--- src/homing_pkg.sv ---
// Shared constants and types for the origin return sequencer
`default_nettype none
package homing_pkg;
   localparam int unsigned CLK_HZ            = 125_000_000;
   localparam int unsigned DELAY_UNIT_US     = 1000;
   localparam int unsigned DELAY_UNIT_CYCLES = CLK_HZ / 1_000_000 * DELAY_UNIT_US;

   localparam logic [7:0] ADDR_CTRL   = 8'h00;
   localparam logic [7:0] ADDR_SPEC   = 8'h04;
   localparam logic [7:0] ADDR_CONSTANT_SCAN_SPEED   = 8'h08;
   localparam logic [7:0] ADDR_SPER   = 8'h0c;
   localparam logic [7:0] ADDR_SLOW   = 8'h10;
   localparam logic [7:0] ADDR_DELAY  = 8'h14;
   localparam logic [7:0] ADDR_MARGIN = 8'h18;
   localparam logic [7:0] ADDR_OFFSET = 8'h1c;
   localparam logic [7:0] ADDR_CSLIM  = 8'h20;
   localparam logic [7:0] ADDR_JGLIM  = 8'h24;
   localparam logic [7:0] ADDR_STAT   = 8'h28;

   localparam int unsigned CTRL_START = 0;
   localparam int unsigned CTRL_CW    = 1;
   localparam int unsigned CTRL_TYPE  = 2;

   localparam logic [1:0] RESP_OKAY   = 2'h0;
   localparam logic [1:0] RESP_SLVERR = 2'h2;

   localparam logic [7:0]  SCAN_DELAY_RST  = 8'h0a;
   localparam logic [7:0]  LIMIT_DELAY_RST = 8'h1e;
   localparam logic [7:0]  JOG_DELAY_RST   = 8'h05;
   localparam logic [15:0] CONSTANT_SCAN_SPEED_RST        = 16'h00ff;
   localparam logic [15:0] SPER_RST        = 16'h003f;
   localparam logic [15:0] SLOW_RST        = 16'h0010;
   localparam logic [15:0] MARGIN_RST      = 16'h0004;

   typedef struct packed {
      logic ignore_level;
      logic servo_drive_end_handshake_enable;
      logic error_pulse_enable;
      logic near_origin_move_enable;
   } spec_t;

   typedef struct packed {
      logic [7:0] jog;
      logic [7:0] limit;
      logic [7:0] scan;
   } delays_t;

   typedef enum logic [2:0] {
      S_IDLE  = 3'b000,
      S_MOVE  = 3'b001,
      S_TAIL  = 3'b010,
      S_HAND  = 3'b011,
      S_DELAY = 3'b100,
      S_JOG   = 3'b101,
      S_JWAIT = 3'b110
   } state_t;

   typedef enum logic [2:0] {
      P_NEAR  = 3'b000,
      P_SCAN  = 3'b001,
      P_CSCAN = 3'b010,
      P_JOG   = 3'b011,
      P_END   = 3'b100
   } proc_t;
endpackage : homing_pkg
`default_nettype wire

--- src/origin_return_sequencer.sv ---
// Homing sequencer with AXI4-Lite register access
//
// Chosen here: the placing of the registers and register access over AXI4-Lite.
`default_nettype none
module origin_return_sequencer #(
   parameter int unsigned DELAY_UNIT = homing_pkg::DELAY_UNIT_CYCLES
) (
   input  wire logic        aclk,
   input  wire logic        aresetn,
   input  wire logic [7:0]  awaddr,
   input  wire logic        awvalid,
   output logic             awready,
   input  wire logic [31:0] wdata,
   input  wire logic [3:0]  wstrb,
   input  wire logic        wvalid,
   output logic             wready,
   output logic [1:0]       bresp,
   output logic             bvalid,
   input  wire logic        bready,
   input  wire logic [7:0]  araddr,
   input  wire logic        arvalid,
   output logic             arready,
   output logic [31:0]      rdata,
   output logic [1:0]       rresp,
   output logic             rvalid,
   input  wire logic        rready,
   input  wire logic        origin_sensor,
   input  wire logic        near_origin_sensor,
   input  wire logic        cw_limit_input,
   input  wire logic        ccw_limit_input,
   input  wire logic        servo_drive_end_handshake,
   output logic             step_pulse,
   output logic             dir_cw,
   output logic             busy
);
   import homing_pkg::*;

   logic            awready_q, wready_q, bvalid_q, arready_q, rvalid_q;
   logic [1:0]      bresp_q, rresp_q;
   logic [31:0]     rdata_q;
   spec_t           spec_q;
   delays_t         dly_q;
   logic [15:0]     constant_scan_speed_q, sper_q, slow_q, margin_q;
   logic [31:0]     offset_q, cslim_q, jglim_q;
   logic            start_cw_q;
   logic [2:0]      type_q;
   state_t          state_q;
   logic [2:0]      idx_q;
   logic            extra_q, restart_q, dir_q, step_q;
   logic [7:0]      pend_dly_q, units_q;
   logic [16:0]     tick_q;
   logic [15:0]     per_q, tail_q;
   logic [31:0]     pcnt_q;
   logic            sens_prev_q, done_q, err_q, lvl_err_q, lim_seen_q;

   function automatic logic mapped(input logic [7:0] a);
      return a[1:0] == 2'h0 && a <= ADDR_STAT;
   endfunction : mapped

   function automatic logic [31:0] merge(input logic [31:0] old, input logic [31:0] d,
                                        input logic [3:0] s);
      logic [31:0] r;
      r = old;
      for (int i = 0; i < 4; i++) begin
         if (s[i]) begin
            r[i*8 +: 8] = d[i*8 +: 8];
         end
      end
      return r;
   endfunction : merge

   // Process kind at a position of the chain
   function automatic proc_t kind(input logic [2:0] t, input logic [2:0] i, input logic x);
      logic       near;
      logic [2:0] b;
      logic [2:0] ncs;
      near = t == 3'h4 || t == 3'h5;
      b    = near ? i - 3'h1 : i;
      ncs  = x ? 3'h2 : 3'h1;
      if (near && i == 3'h0) begin
         return P_NEAR;
      end else if (b == 3'h0) begin
         return P_SCAN;
      end else if (b <= ncs) begin
         return P_CSCAN;
      end else if (b == ncs + 3'h1 && t >= 3'h2) begin
         return P_JOG;
      end
      return P_END;
   endfunction : kind

   // AXI4-Lite write channel
   logic wr_fire;
   assign wr_fire = awready_q;
   always_ff @(posedge aclk) begin
      if (!aresetn) begin
         awready_q <= 1'b0;
         wready_q  <= 1'b0;
         bvalid_q  <= 1'b0;
         bresp_q   <= RESP_OKAY;
      end else begin
         awready_q <= !awready_q && awvalid && wvalid && !bvalid_q;
         wready_q  <= !awready_q && awvalid && wvalid && !bvalid_q;
         if (wr_fire) begin
            bvalid_q <= 1'b1;
            bresp_q  <= mapped(awaddr) ? RESP_OKAY : RESP_SLVERR;
         end else if (bready) begin
            bvalid_q <= 1'b0;
         end
      end
   end

   // AXI4-Lite read channel
   logic [31:0] rd_mux;
   always_comb begin
      rd_mux = 32'h0;
      unique case (araddr)
         ADDR_CTRL:   rd_mux = {27'h0, type_q, start_cw_q, 1'b0};
         ADDR_SPEC:   rd_mux = {28'h0, spec_q};
         ADDR_CONSTANT_SCAN_SPEED:   rd_mux = {16'h0, constant_scan_speed_q};
         ADDR_SPER:   rd_mux = {16'h0, sper_q};
         ADDR_SLOW:   rd_mux = {16'h0, slow_q};
         ADDR_DELAY:  rd_mux = {8'h0, dly_q};
         ADDR_MARGIN: rd_mux = {16'h0, margin_q};
         ADDR_OFFSET: rd_mux = offset_q;
         ADDR_CSLIM:  rd_mux = cslim_q;
         ADDR_JGLIM:  rd_mux = jglim_q;
         ADDR_STAT:   rd_mux = {27'h0, lim_seen_q, lvl_err_q, err_q, done_q, busy};
         default:     rd_mux = 32'h0;
      endcase
   end

   always_ff @(posedge aclk) begin
      if (!aresetn) begin
         arready_q <= 1'b0;
         rvalid_q  <= 1'b0;
         rdata_q   <= 32'h0;
         rresp_q   <= RESP_OKAY;
      end else begin
         arready_q <= !arready_q && arvalid && !rvalid_q;
         if (arready_q) begin
            rvalid_q <= 1'b1;
            rdata_q  <= rd_mux;
            rresp_q  <= mapped(araddr) ? RESP_OKAY : RESP_SLVERR;
         end else if (rready) begin
            rvalid_q <= 1'b0;
         end
      end
   end

   // Configuration registers
   logic [31:0] wm_constant_scan_speed, wm_sper, wm_slow, wm_dly, wm_mrg, wm_spec;
   assign wm_constant_scan_speed = merge({16'h0, constant_scan_speed_q}, wdata, wstrb);
   assign wm_sper = merge({16'h0, sper_q}, wdata, wstrb);
   assign wm_slow = merge({16'h0, slow_q}, wdata, wstrb);
   assign wm_dly  = merge({8'h0, dly_q}, wdata, wstrb);
   assign wm_mrg  = merge({16'h0, margin_q}, wdata, wstrb);
   assign wm_spec = merge({28'h0, spec_q}, wdata, wstrb);
   always_ff @(posedge aclk) begin
      if (!aresetn) begin
         spec_q   <= '0;
         constant_scan_speed_q   <= CONSTANT_SCAN_SPEED_RST;
         sper_q   <= SPER_RST;
         slow_q   <= SLOW_RST;
         dly_q    <= '{jog: JOG_DELAY_RST, limit: LIMIT_DELAY_RST, scan: SCAN_DELAY_RST};
         margin_q <= MARGIN_RST;
         offset_q <= 32'h0;
         cslim_q  <= 32'h0;
         jglim_q  <= 32'h0;
      end else if (wr_fire) begin
         unique case (awaddr)
            ADDR_SPEC:   spec_q   <= spec_t'(wm_spec[3:0]);
            ADDR_CONSTANT_SCAN_SPEED:   constant_scan_speed_q   <= wm_constant_scan_speed[15:0];
            ADDR_SPER:   sper_q   <= wm_sper[15:0];
            ADDR_SLOW:   slow_q   <= wm_slow[15:0];
            ADDR_DELAY:  dly_q    <= delays_t'(wm_dly[23:0]);
            ADDR_MARGIN: margin_q <= wm_mrg[15:0];
            ADDR_OFFSET: if (spec_q.near_origin_move_enable) begin
               offset_q <= merge(offset_q, wdata, wstrb);
            end
            ADDR_CSLIM:  if (spec_q.error_pulse_enable) begin
               cslim_q <= merge(cslim_q, wdata, wstrb);
            end
            ADDR_JGLIM:  if (spec_q.error_pulse_enable) begin
               jglim_q <= merge(jglim_q, wdata, wstrb);
            end
            default: ;
         endcase
      end
   end

   // Sequencer decode
   proc_t       cur, nxt;
   logic        last, sens, det, lim_hit, err_hit, pulse_now, start;
   logic [15:0] scan_tail, per_len;
   assign cur  = kind(type_q, idx_q, extra_q);
   assign nxt  = kind(type_q, idx_q + 3'h1, extra_q);
   assign last = nxt == P_END;
   assign sens = cur == P_NEAR ? near_origin_sensor : origin_sensor;
   // Edge nearer the side of travel the move started from
   assign det  = cur == P_NEAR ? sens && !sens_prev_q
               : (dir_q == start_cw_q) ? sens && !sens_prev_q
               : !sens && sens_prev_q;
   assign lim_hit = dir_q ? cw_limit_input : ccw_limit_input;
   assign err_hit = spec_q.error_pulse_enable &&
                    ((cur == P_CSCAN && cslim_q != 32'h0 && pcnt_q >= cslim_q) ||
                     (cur == P_JOG && jglim_q != 32'h0 && pcnt_q >= jglim_q));
   assign scan_tail = (cur == P_SCAN && margin_q > slow_q) ? margin_q : slow_q;
   assign per_len   = cur == P_CSCAN ? constant_scan_speed_q : sper_q;
   assign pulse_now = (state_q == S_MOVE || state_q == S_TAIL || state_q == S_JOG)
                      && per_q == 16'h0;
   assign start = wr_fire && awaddr == ADDR_CTRL && wstrb[0] && wdata[CTRL_START]
                  && state_q == S_IDLE;

   always_ff @(posedge aclk) begin
      if (!aresetn) begin
         per_q       <= 16'h0;
         step_q      <= 1'b0;
         sens_prev_q <= 1'b0;
      end else begin
         step_q      <= pulse_now;
         sens_prev_q <= sens;
         if (pulse_now) begin
            per_q <= per_len;
         end else if (state_q == S_MOVE || state_q == S_TAIL) begin
            per_q <= per_q - 16'h1;
         end else begin
            per_q <= 16'h0;
         end
      end
   end

   logic hand_go;
   assign hand_go = !spec_q.servo_drive_end_handshake_enable || servo_drive_end_handshake;

   always_ff @(posedge aclk) begin
      if (!aresetn) begin
         state_q    <= S_IDLE;
         idx_q      <= 3'h0;
         extra_q    <= 1'b0;
         restart_q  <= 1'b0;
         dir_q      <= 1'b0;
         start_cw_q <= 1'b0;
         type_q     <= 3'h0;
         pend_dly_q <= 8'h0;
         units_q    <= 8'h0;
         tick_q     <= 17'h0;
         tail_q     <= 16'h0;
         pcnt_q     <= 32'h0;
         busy       <= 1'b0;
         done_q     <= 1'b0;
         err_q      <= 1'b0;
         lvl_err_q  <= 1'b0;
         lim_seen_q <= 1'b0;
      end else begin
         if (pulse_now) begin
            pcnt_q <= pcnt_q + 32'h1;
         end
         unique case (state_q)
            S_IDLE: if (start) begin
               type_q     <= wdata[CTRL_TYPE +: 3];
               start_cw_q <= wdata[CTRL_CW];
               dir_q      <= wdata[CTRL_CW];
               extra_q    <= origin_sensor;
               idx_q      <= 3'h0;
               pcnt_q     <= 32'h0;
               busy       <= 1'b1;
               done_q     <= 1'b0;
               err_q      <= 1'b0;
               lvl_err_q  <= 1'b0;
               lim_seen_q <= 1'b0;
               state_q    <= S_MOVE;
            end
            S_MOVE: if (lim_hit) begin
               lim_seen_q <= 1'b1;
               if (cur == P_SCAN || cur == P_NEAR) begin
                  extra_q    <= 1'b1;
                  restart_q  <= 1'b1;
                  pend_dly_q <= dly_q.limit;
                  state_q    <= S_HAND;
               end else begin
                  err_q   <= 1'b1;
                  busy    <= 1'b0;
                  state_q <= S_IDLE;
               end
            end else if (err_hit) begin
               err_q   <= 1'b1;
               busy    <= 1'b0;
               state_q <= S_IDLE;
            end else if (det) begin
               if (cur == P_CSCAN && (last || margin_q == 16'h0)) begin
                  // Stop at once, no margin on the final process
                  if (last) begin
                     lvl_err_q <= !spec_q.ignore_level && sens != type_q[0];
                     done_q    <= 1'b1;
                     busy      <= 1'b0;
                     state_q   <= S_IDLE;
                  end else begin
                     restart_q  <= 1'b0;
                     pend_dly_q <= dly_q.scan;
                     state_q    <= S_HAND;
                  end
               end else begin
                  tail_q  <= cur == P_CSCAN ? margin_q : scan_tail;
                  state_q <= S_TAIL;
               end
            end
            S_TAIL: if (pulse_now && tail_q <= 16'h1) begin
               restart_q  <= 1'b0;
               pend_dly_q <= dly_q.scan;
               state_q    <= S_HAND;
            end else if (pulse_now) begin
               tail_q <= tail_q - 16'h1;
            end
            S_HAND: if (hand_go) begin
               if (pend_dly_q == 8'h0) begin
                  // No wait for a zero delay
                  dir_q   <= !dir_q;
                  idx_q   <= restart_q ? idx_q : idx_q + 3'h1;
                  pcnt_q  <= 32'h0;
                  state_q <= (!restart_q && nxt == P_JOG) ? S_JOG : S_MOVE;
               end else begin
                  units_q <= pend_dly_q;
                  tick_q  <= 17'h0;
                  state_q <= S_DELAY;
               end
            end
            S_DELAY: if (tick_q == 17'(DELAY_UNIT - 1)) begin
               tick_q  <= 17'h0;
               units_q <= units_q - 8'h1;
               if (units_q == 8'h1) begin
                  dir_q   <= !dir_q;
                  idx_q   <= restart_q ? idx_q : idx_q + 3'h1;
                  pcnt_q  <= 32'h0;
                  state_q <= (!restart_q && nxt == P_JOG) ? S_JOG : S_MOVE;
               end
            end else begin
               tick_q <= tick_q + 17'h1;
            end
            S_JOG: begin
               units_q <= dly_q.jog;
               tick_q  <= 17'h0;
               state_q <= S_JWAIT;
            end
            S_JWAIT: if (det) begin
               lvl_err_q <= !spec_q.ignore_level && sens != type_q[0];
               done_q    <= 1'b1;
               busy      <= 1'b0;
               state_q   <= S_IDLE;
            end else if (err_hit) begin
               err_q   <= 1'b1;
               busy    <= 1'b0;
               state_q <= S_IDLE;
            end else if (units_q == 8'h0) begin
               state_q <= S_JOG;
            end else if (tick_q == 17'(DELAY_UNIT - 1)) begin
               tick_q  <= 17'h0;
               units_q <= units_q - 8'h1;
            end else begin
               tick_q <= tick_q + 17'h1;
            end
            default: state_q <= S_IDLE;
         endcase
      end
   end

   assign awready    = awready_q;
   assign wready     = wready_q;
   assign bvalid     = bvalid_q;
   assign bresp      = bresp_q;
   assign arready    = arready_q;
   assign rvalid     = rvalid_q;
   assign rdata      = rdata_q;
   assign rresp      = rresp_q;
   assign step_pulse = step_q;
   assign dir_cw     = dir_q;

   property p_margin_tail;
      @(posedge aclk) disable iff (!aresetn)
      state_q == S_MOVE && !lim_hit && !err_hit && det && cur == P_CSCAN && !last
      && margin_q != 16'h0 |=> state_q == S_TAIL && tail_q == $past(margin_q);
   endproperty
   a_margin_tail: assert property (p_margin_tail) else $error("margin tail wrong");

   property p_scan_tail;
      @(posedge aclk) disable iff (!aresetn)
      state_q == S_MOVE && !lim_hit && det && cur == P_SCAN |=> tail_q >= $past(margin_q);
   endproperty
   a_scan_tail: assert property (p_scan_tail) else $error("scan tail short");

   property p_last_stop;
      @(posedge aclk) disable iff (!aresetn)
      state_q == S_MOVE && !lim_hit && !err_hit && det && cur == P_CSCAN && last
      |=> state_q == S_IDLE && done_q;
   endproperty
   a_last_stop: assert property (p_last_stop) else $error("final process overran");

   property p_delay_load;
      @(posedge aclk) disable iff (!aresetn)
      state_q == S_HAND && hand_go && pend_dly_q != 8'h0
      |=> state_q == S_DELAY && units_q == $past(pend_dly_q);
   endproperty
   a_delay_load: assert property (p_delay_load) else $error("delay not loaded");

   property p_zero_delay;
      @(posedge aclk) disable iff (!aresetn)
      state_q == S_HAND && hand_go && pend_dly_q == 8'h0 |=> state_q inside {S_MOVE, S_JOG};
   endproperty
   a_zero_delay: assert property (p_zero_delay) else $error("zero delay waited");

   property p_servo_drive_end_handshake_wait;
      @(posedge aclk) disable iff (!aresetn)
      state_q == S_HAND && spec_q.servo_drive_end_handshake_enable && !servo_drive_end_handshake |=> state_q == S_HAND;
   endproperty
   a_servo_drive_end_handshake_wait: assert property (p_servo_drive_end_handshake_wait) else $error("delay before handshake");

   property p_offset_gate;
      @(posedge aclk) disable iff (!aresetn)
      wr_fire && awaddr == ADDR_OFFSET && !spec_q.near_origin_move_enable |=> $stable(offset_q);
   endproperty
   a_offset_gate: assert property (p_offset_gate) else $error("offset written");

   property p_err_end;
      @(posedge aclk) disable iff (!aresetn)
      state_q == S_MOVE && !lim_hit && err_hit |=> state_q == S_IDLE && err_q && !busy;
   endproperty
   a_err_end: assert property (p_err_end) else $error("error not ended");

   c_done:  cover property (@(posedge aclk) disable iff (!aresetn) $rose(done_q));
   c_error: cover property (@(posedge aclk) disable iff (!aresetn) $rose(err_q));
   c_limit: cover property (@(posedge aclk) disable iff (!aresetn)
                            state_q == S_MOVE && lim_hit ##1 state_q == S_HAND);
   c_jog:   cover property (@(posedge aclk) disable iff (!aresetn) state_q == S_JOG);
endmodule : origin_return_sequencer
`default_nettype wire

--- config.mk ---
export PLATFORM = sky130hd
export DESIGN_NAME = origin_return_sequencer
export DESIGN_NICKNAME = d
export VERILOG_FILES = /design/src/homing_pkg.sv /design/src/origin_return_sequencer.sv
export SDC_FILE = /design/constraint.sdc
export NUM_CORES = 1
export LEC_CHECK = 0
export ABC_AREA = 0
export BUFFER_PORTS_ARGS = -buffer_cell sky130_fd_sc_hd__buf_2
export CELL_PAD_IN_SITES_DETAIL_PLACEMENT = 1
export CELL_PAD_IN_SITES_GLOBAL_PLACEMENT = 2
export CORE_AREA = 3 3 214 216
export DETAILED_ROUTE_END_ITERATION = 7
export DIE_AREA = 0 0 217 219
export GPL_TIMING_DRIVEN = 0
export PLACE_DENSITY_LB_ADDON = 0.1
export SKIP_CTS_REPAIR_TIMING = 1
export SYNTH_ARGS = -nofsm -noshare
export SYNTH_HDL_FRONTEND = slang
export SYNTH_SLANG_ARGS = --single-unit
--- constraint.sdc ---
create_clock -name aclk -period 7.3 [get_ports aclk]
set_input_delay 0.365 -clock aclk [delete_from_list [all_inputs] [get_ports aclk]]
set_output_delay 0.365 -clock aclk [all_outputs]
set_load 0.01 [all_outputs]
Yosys cells after proc, flatten, opt, wreduce, memory -nomap -nowiden
Index checks and enable logic that the tools add are counted.
Word-level totals
  register bits: 345
  input bits: 64
  output and inout bits: 44
  logic and storage cells: 391
Cells by class
  add/subtract/negate cells: 9
  magnitude comparators: 9
  equal/unequal tests: 70
  mux-type cells: 146
  reduce and logical (&&, ||, !) cells: 103
Operators with widths (number)
  32-bit case mux with 11 select lines: 1
  32-bit 2-to-1 mux: 6
  16-bit 2-to-1 mux: 11
  8-bit 2-to-1 mux: 13
  17-bit 2-to-1 mux: 6
  3-bit 2-to-1 mux: 32
  32-bit case mux with 3 select lines: 1
  17-bit case mux with 4 select lines: 1
  8-bit by 5-bit == test with 1-bit output, second input constant: 8
  32-bit greater-or-equal comparator: 2
  32-bit nonzero test: 2
  1-bit 2-to-1 mux: 57
  4-bit AND reduction: 14
  8-bit by 6-bit == test with 1-bit output, second input constant: 5
  3-bit AND reduction: 13
  2-bit inequality test, second input constant: 18
  32-bit by 1-bit adder with 32-bit output, second input constant: 1
  8-bit by 4-bit == test with 1-bit output, second input constant: 4
  16-bit logical NOT: 2
  8-bit logical NOT: 4
  16-bit case mux with 2 select lines: 1
  8-bit case mux with 4 select lines: 1
  16-bit by 1-bit subtractor with 16-bit output, second input constant: 2
  1-bit logical AND: 28
  other kinds (42): 104

Logic depth before layout (Yosys ltp)
  depth after elaboration: 20
  depth in mapped cells: 16
  depth with buffers taken out: 14

Worst setup path before layout
Ideal clock, no wire load.
  path kind: register to register
  start point: register idx_q[0]
  end point: register pend_dly_q[7]
  library setup time: 0.086 ns
  arrival time: 3.032 ns
  data required time: 7.214 ns
  setup slack: 4.183 ns
  cell stages (with the launch flop): 17
  path buffers: 3
  clock period less this slack: 3.117 ns
  cell sequence: dfxtp_1 > inv_1 > ha_1 > clkbuf_1 > a21oi_1 > ha_1 > nor2b_1 > o21ai_0 > o211ai_1 > clkbuf_1 > nor2_1 > nand2_1 > a21o_1 > nor2_2 > buf_4 > nor2_1 > a211oi_1
On the way
  longest elaborated chain between the ends: 17
  elaborated cells on any way between the ends: 59
  classes of those cells: add/sub (3); order compare (2); eq/ne (11); mux (21); reduce/logical (22)
RTL lines
  from (decl): line origin_return_sequencer.sv:48  | logic [2:0] idx_q;
  from (signal assigned): line origin_return_sequencer.sv:319  | idx_q <= restart_q ? idx_q : idx_q + 3'h1;
  from (signal assigned): line origin_return_sequencer.sv:333  | idx_q <= restart_q ? idx_q : idx_q + 3'h1;
  parallel branches: the longest is 16 deep, another holds 3-bit by 1-bit adder with 3-bit output
  7-bit AND reduction (no line) (*)
  to (signal assigned): line origin_return_sequencer.sv:279  | pend_dly_q <= dly_q.limit;
  to (signal assigned): line origin_return_sequencer.sv:300  | pend_dly_q <= dly_q.scan;
  to (signal assigned): line origin_return_sequencer.sv:310  | pend_dly_q <= dly_q.scan;
  to (decl): line origin_return_sequencer.sv:50  | logic [7:0] pend_dly_q, units_q;
Mark *: on every way between the ends.
A chain may end at the register's enable or synchronous reset.

Final worst setup path
  start point: register idx_q[0]
  end point: register tail_q[0]
On the way
  longest elaborated chain between the ends: 18
  elaborated cells on any way between the ends: 64
  classes of those cells: add/sub (3); order compare (2); eq/ne (9); mux (28); reduce/logical (22)
RTL lines
  3-bit by 1-bit subtractor with 3-bit output: line origin_return_sequencer.sv:78  | b = near ? i - 3'h1 : i;
  3-bit 2-to-1 mux: line origin_return_sequencer.sv:78
  3-bit == test: line origin_return_sequencer.sv:86  | end else if (b == ncs + 3'h1 && t >= 3'h2) begin
  1-bit logical AND: line origin_return_sequencer.sv:86
  1-bit 2-to-1 mux: line origin_return_sequencer.sv:86
  1-bit 2-to-1 mux: line origin_return_sequencer.sv:84  | end else if (b <= ncs) begin
  1-bit 2-to-1 mux: line origin_return_sequencer.sv:82  | end else if (b == 3'h0) begin
  1-bit 2-to-1 mux: line origin_return_sequencer.sv:80  | if (near && i == 3'h0) begin
  (+2 left out)
  1-bit logical AND: line origin_return_sequencer.sv:208  | assign scan_tail = (cur == P_SCAN && margin_q > slow_q) ? margin_q : slow_q;
  16-bit 2-to-1 mux: line origin_return_sequencer.sv:208
  16-bit 2-to-1 mux: line origin_return_sequencer.sv:304  | tail_q <= cur == P_CSCAN ? margin_q : scan_tail;
  16-bit 2-to-1 mux: line origin_return_sequencer.sv:291  | if (cur == P_CSCAN && (last || margin_q == 16'h0)) begin
  16-bit 2-to-1 mux: line origin_return_sequencer.sv:290  | end else if (det) begin
  16-bit 2-to-1 mux: line origin_return_sequencer.sv:286  | end else if (err_hit) begin
  16-bit 2-to-1 mux: line origin_return_sequencer.sv:274  | S_MOVE: if (lim_hit) begin
  16-bit case mux with 2 select lines: line origin_return_sequencer.sv:259  | unique case (state_q)
  to (signal assigned): line origin_return_sequencer.sv:304
  to (signal assigned): line origin_return_sequencer.sv:313  | tail_q <= tail_q - 16'h1;
  to (decl): line origin_return_sequencer.sv:52  | logic [15:0] per_q, tail_q;
Several ways; a longest one is shown, not always the timed one. The select of a mux whose other input is x is not followed.

==> run metrics <==
run status finished clean; worst path required time 7.74 ns; FP Rows 77; final core occ 46.78%; xor and xnor area share after synthesis 2.233%; # placed instances 2790; # fillers 5320; reg2reg setup slack 2.79 ns; shortest period the worst path allows 4.507 ns; fin area 20640 sq um; mux contribution to synthesized area 12.94%; placer congestion estimate 0.9197; worst setup path start idx_q[0]; EDFF count, synth 0; final routed DRC violation total 0; Tot GR Track Use 30.40%; htree depth 2; vias per cell 6.008; crit path kind flop to flop; Synth cell types 67; Die Height 219 microns; I/O pin cnt 108; Max clock buf depth 3; Max Slew Vio Count 0; layout cells sized above 1 7.702%; DP Area 19220 sq um; Leakage Power 8.787 nW; Worst path slowest cell clkbuf_1; DIE AREA 47520 sq um; via count 17210; Critical Path Fanout Max 10; r2r endpoint tail_q[0]; Pwr Density 204.8 nW/um^2; Final #Nets 2401; commonest cells after routing, fill and taps aside dfxtp_1 (343), nor2_1 (323), mux2i_1 (230); fraction of the mapped netlist area in compound gates 16.51%; Core ar. 44120 sq um; CTS tree done; final hold violation count 0; crit-path cells inv_1 -> ha_1 -> clkbuf_1 -> a21oi_1 -> ha_1 -> nor2b_1 -> o21ai_0 -> o211ai_1 -> clkbuf_1 -> nor2_1 -> nor3_1 -> a21oi_1 -> a221oi_1 -> nor2_1; Crit. End Element flop; peak per-stage delay on the critical path 0.66 ns; crit path launch type flop; max_cap viols 0; Num CTS Buffers 41; endpoints failing setup 0; area occupied by multi-input gates 10350 sq um; root buf cell clkbuf_16; launch point of the worst reg-to-reg path idx_q[0]; post-route ant nets 0; clock latency on the worst-skew pair 0.58 ns; worst vdd rail ir drop 0.1899 mV; crit path buf inv count 3; post-synthesis sequential area ratio 38.05%; WHS 0.03223 ns; chip width 217 microns; vias in the first global route 17270; Max Clk Rate 0.2219 GHz; HP Class primary input to flop; largest net degree at the start of global routing 13; Critical Path Stages 14; drt pass-1 iters 6; post-synthesis simple-gate area fraction 18.96%; Initial Utilization 40.90%; RSZ-0062 raised after global routing false; Synth warnings 0; relative slew slack 13.19%; initial antenna violation count 2; final WL 73.76 mm; Arr. time, crit path 4.95 ns; synthesized area per cell 8.549 sq um; post-synthesis cell count 2111; Non-Filler Instances 2865; Synth async-reset ratio 0%; largest family of logic cells by synthesized area simple AND/OR/NAND/NOR gates; Post-Syn Area 18050 sq um; setup TNS 0 ns; delay-heaviest family, CP compound AO/OA/AOI/OAI gates; DP HPWL 56.51 mm; CP Capture Point tail_q[0]; commonest non-fill, non-tap cell in the layout dfxtp_1; wire per inst 25.75 microns; total gr overflow 0; FF+latch count, synth 343; Slew @ Worst Pin 1.284 ns; area share of fa/ha/maj cells after synthesis 6.656%; period utilization 61.74%; Reg clk slew, reported paths 0.06 ns; Num Clock Sinks 343; area delta synth->final 14.39%; buffers added on ports 86; Clock Skews 0.02345 ns; Worst Reg-to-Reg Cells 14; register area 6867 sq um; DRT iter0 DRCs 1448; first-pass GRT wire length 109.7 mm; top_reg_cell synth dfxtp_1
## tightest hold or removal path, stage by stage
cell	delay (ns)
buf_2	0.09
nand2_1	0.05
nor4_1	0.04
## state kept, by name, indices dropped and copies added (netlist names), 3 cells and up
register               count
offset_q                  32
units_q                    8
per_q                     16
tail_q                    16
sper_q                    16
constant_scan_speed_q     16
jglim_q                   32
pend_dly_q                 8
dly_q                     24
state_q                    3
idx_q                      3
spec_q                     4
tick_q                    17
type_q                     3
cslim_q                   32
slow_q                    16
rdata                     32
margin_q                  16
pcnt_q                    32
## final cells by class
type / count / area share [%]
Multi-Input combinational cell: 1553 / 50.13
Sequential cell: 343 / 33.26
Clock buffer: 64 / 6.128
Tap cell: 592 / 3.588
Buffer: 110 / 2.121
Timing Repair Buffer: 86 / 2.085
Inverter: 106 / 1.928
Clock inverter: 10 / 0.7455
Antenna cell: 1 / 0.01212
## per-stage QoR
| step | setup WS, ns | total power, mW |
|---|---|---|
| 2_1_floorplan | 4.183 | 1.995 |
| 3_3_place_gp | 2.867 | 2.077 |
| 3_5_place_dp | 2.798 | 2.079 |
| 4_1_cts | 2.793 | 4.253 |
| 5_1_grt | 2.471 | 4.344 |
| 6_report | 2.793 | 4.227 |
## report_power, final
part	leakage, nW	switching, mW	internal (mW)
sequential	2.76	0.00374	1.88
clock	0.701	0.856	1.33
combinational	5.32	0.125	0.0376
## cells by family (layout without fill, tap and decap cells)
logic type	Yosys count	in the layout
xor+xnor	46	46
fa+ha+maj	96	96
mux	233	233
buf+inv	216	376
other cells	1	3
compound gates	432	432
flops	343	343
simple gates	744	744
## Yosys cell counts (20+ instances only)
master / n / share of area, %
buf_1: 20 / 0.42
and3_1: 20 / 0.69
nor2_1: 323 / 6.7
a221oi_1: 25 / 1.2
o21ai_0: 63 / 1.7
a22o_1: 29 / 1.4
nor4_1: 32 / 1.1
a21o_1: 40 / 1.7
inv_1: 106 / 2.2
a21oi_1: 76 / 2.1
xor2_1: 25 / 1.2
clkbuf_1: 78 / 1.6
xnor2_1: 21 / 1.0
nand4_1: 31 / 1.1
dfxtp_1: 343 / 38
a31oi_1: 35 / 1.2
a22oi_1: 43 / 1.8
mux2i_1: 230 / 13
ha_1: 96 / 6.7
nand3_1: 61 / 1.7
nand2_1: 157 / 3.3
nor3_1: 35 / 0.97
## worst min-delay path by stage
stage / start / endpoint / slack (ns) / cells past startpoint
4_1_cts: awvalid / wready / 0.02 / 3
5_1_grt: wvalid / wready / 0.04 / 3
3_5_place_dp: rdata[9] / rdata[9] / 0.44 / 1
6_report: awvalid / wready / 0.03 / 3
3_3_place_gp: rvalid / arready / 0.43 / 1
2_1_floorplan: done_q / done_q / 0.43 / 2
## per-layer routing
metal / vias up / GRT usage, % / wire, microns
met1: 8628 / 41.18 / 33310
met4: 2 / 11.00 / 2873
met5: - / 0 / 9
li1: 7856 / - / -
met2: 581 / 49.26 / 33020
met3: 145 / 4.625 / 4544
Note: power is estimated with default switching activity, not from simulation.
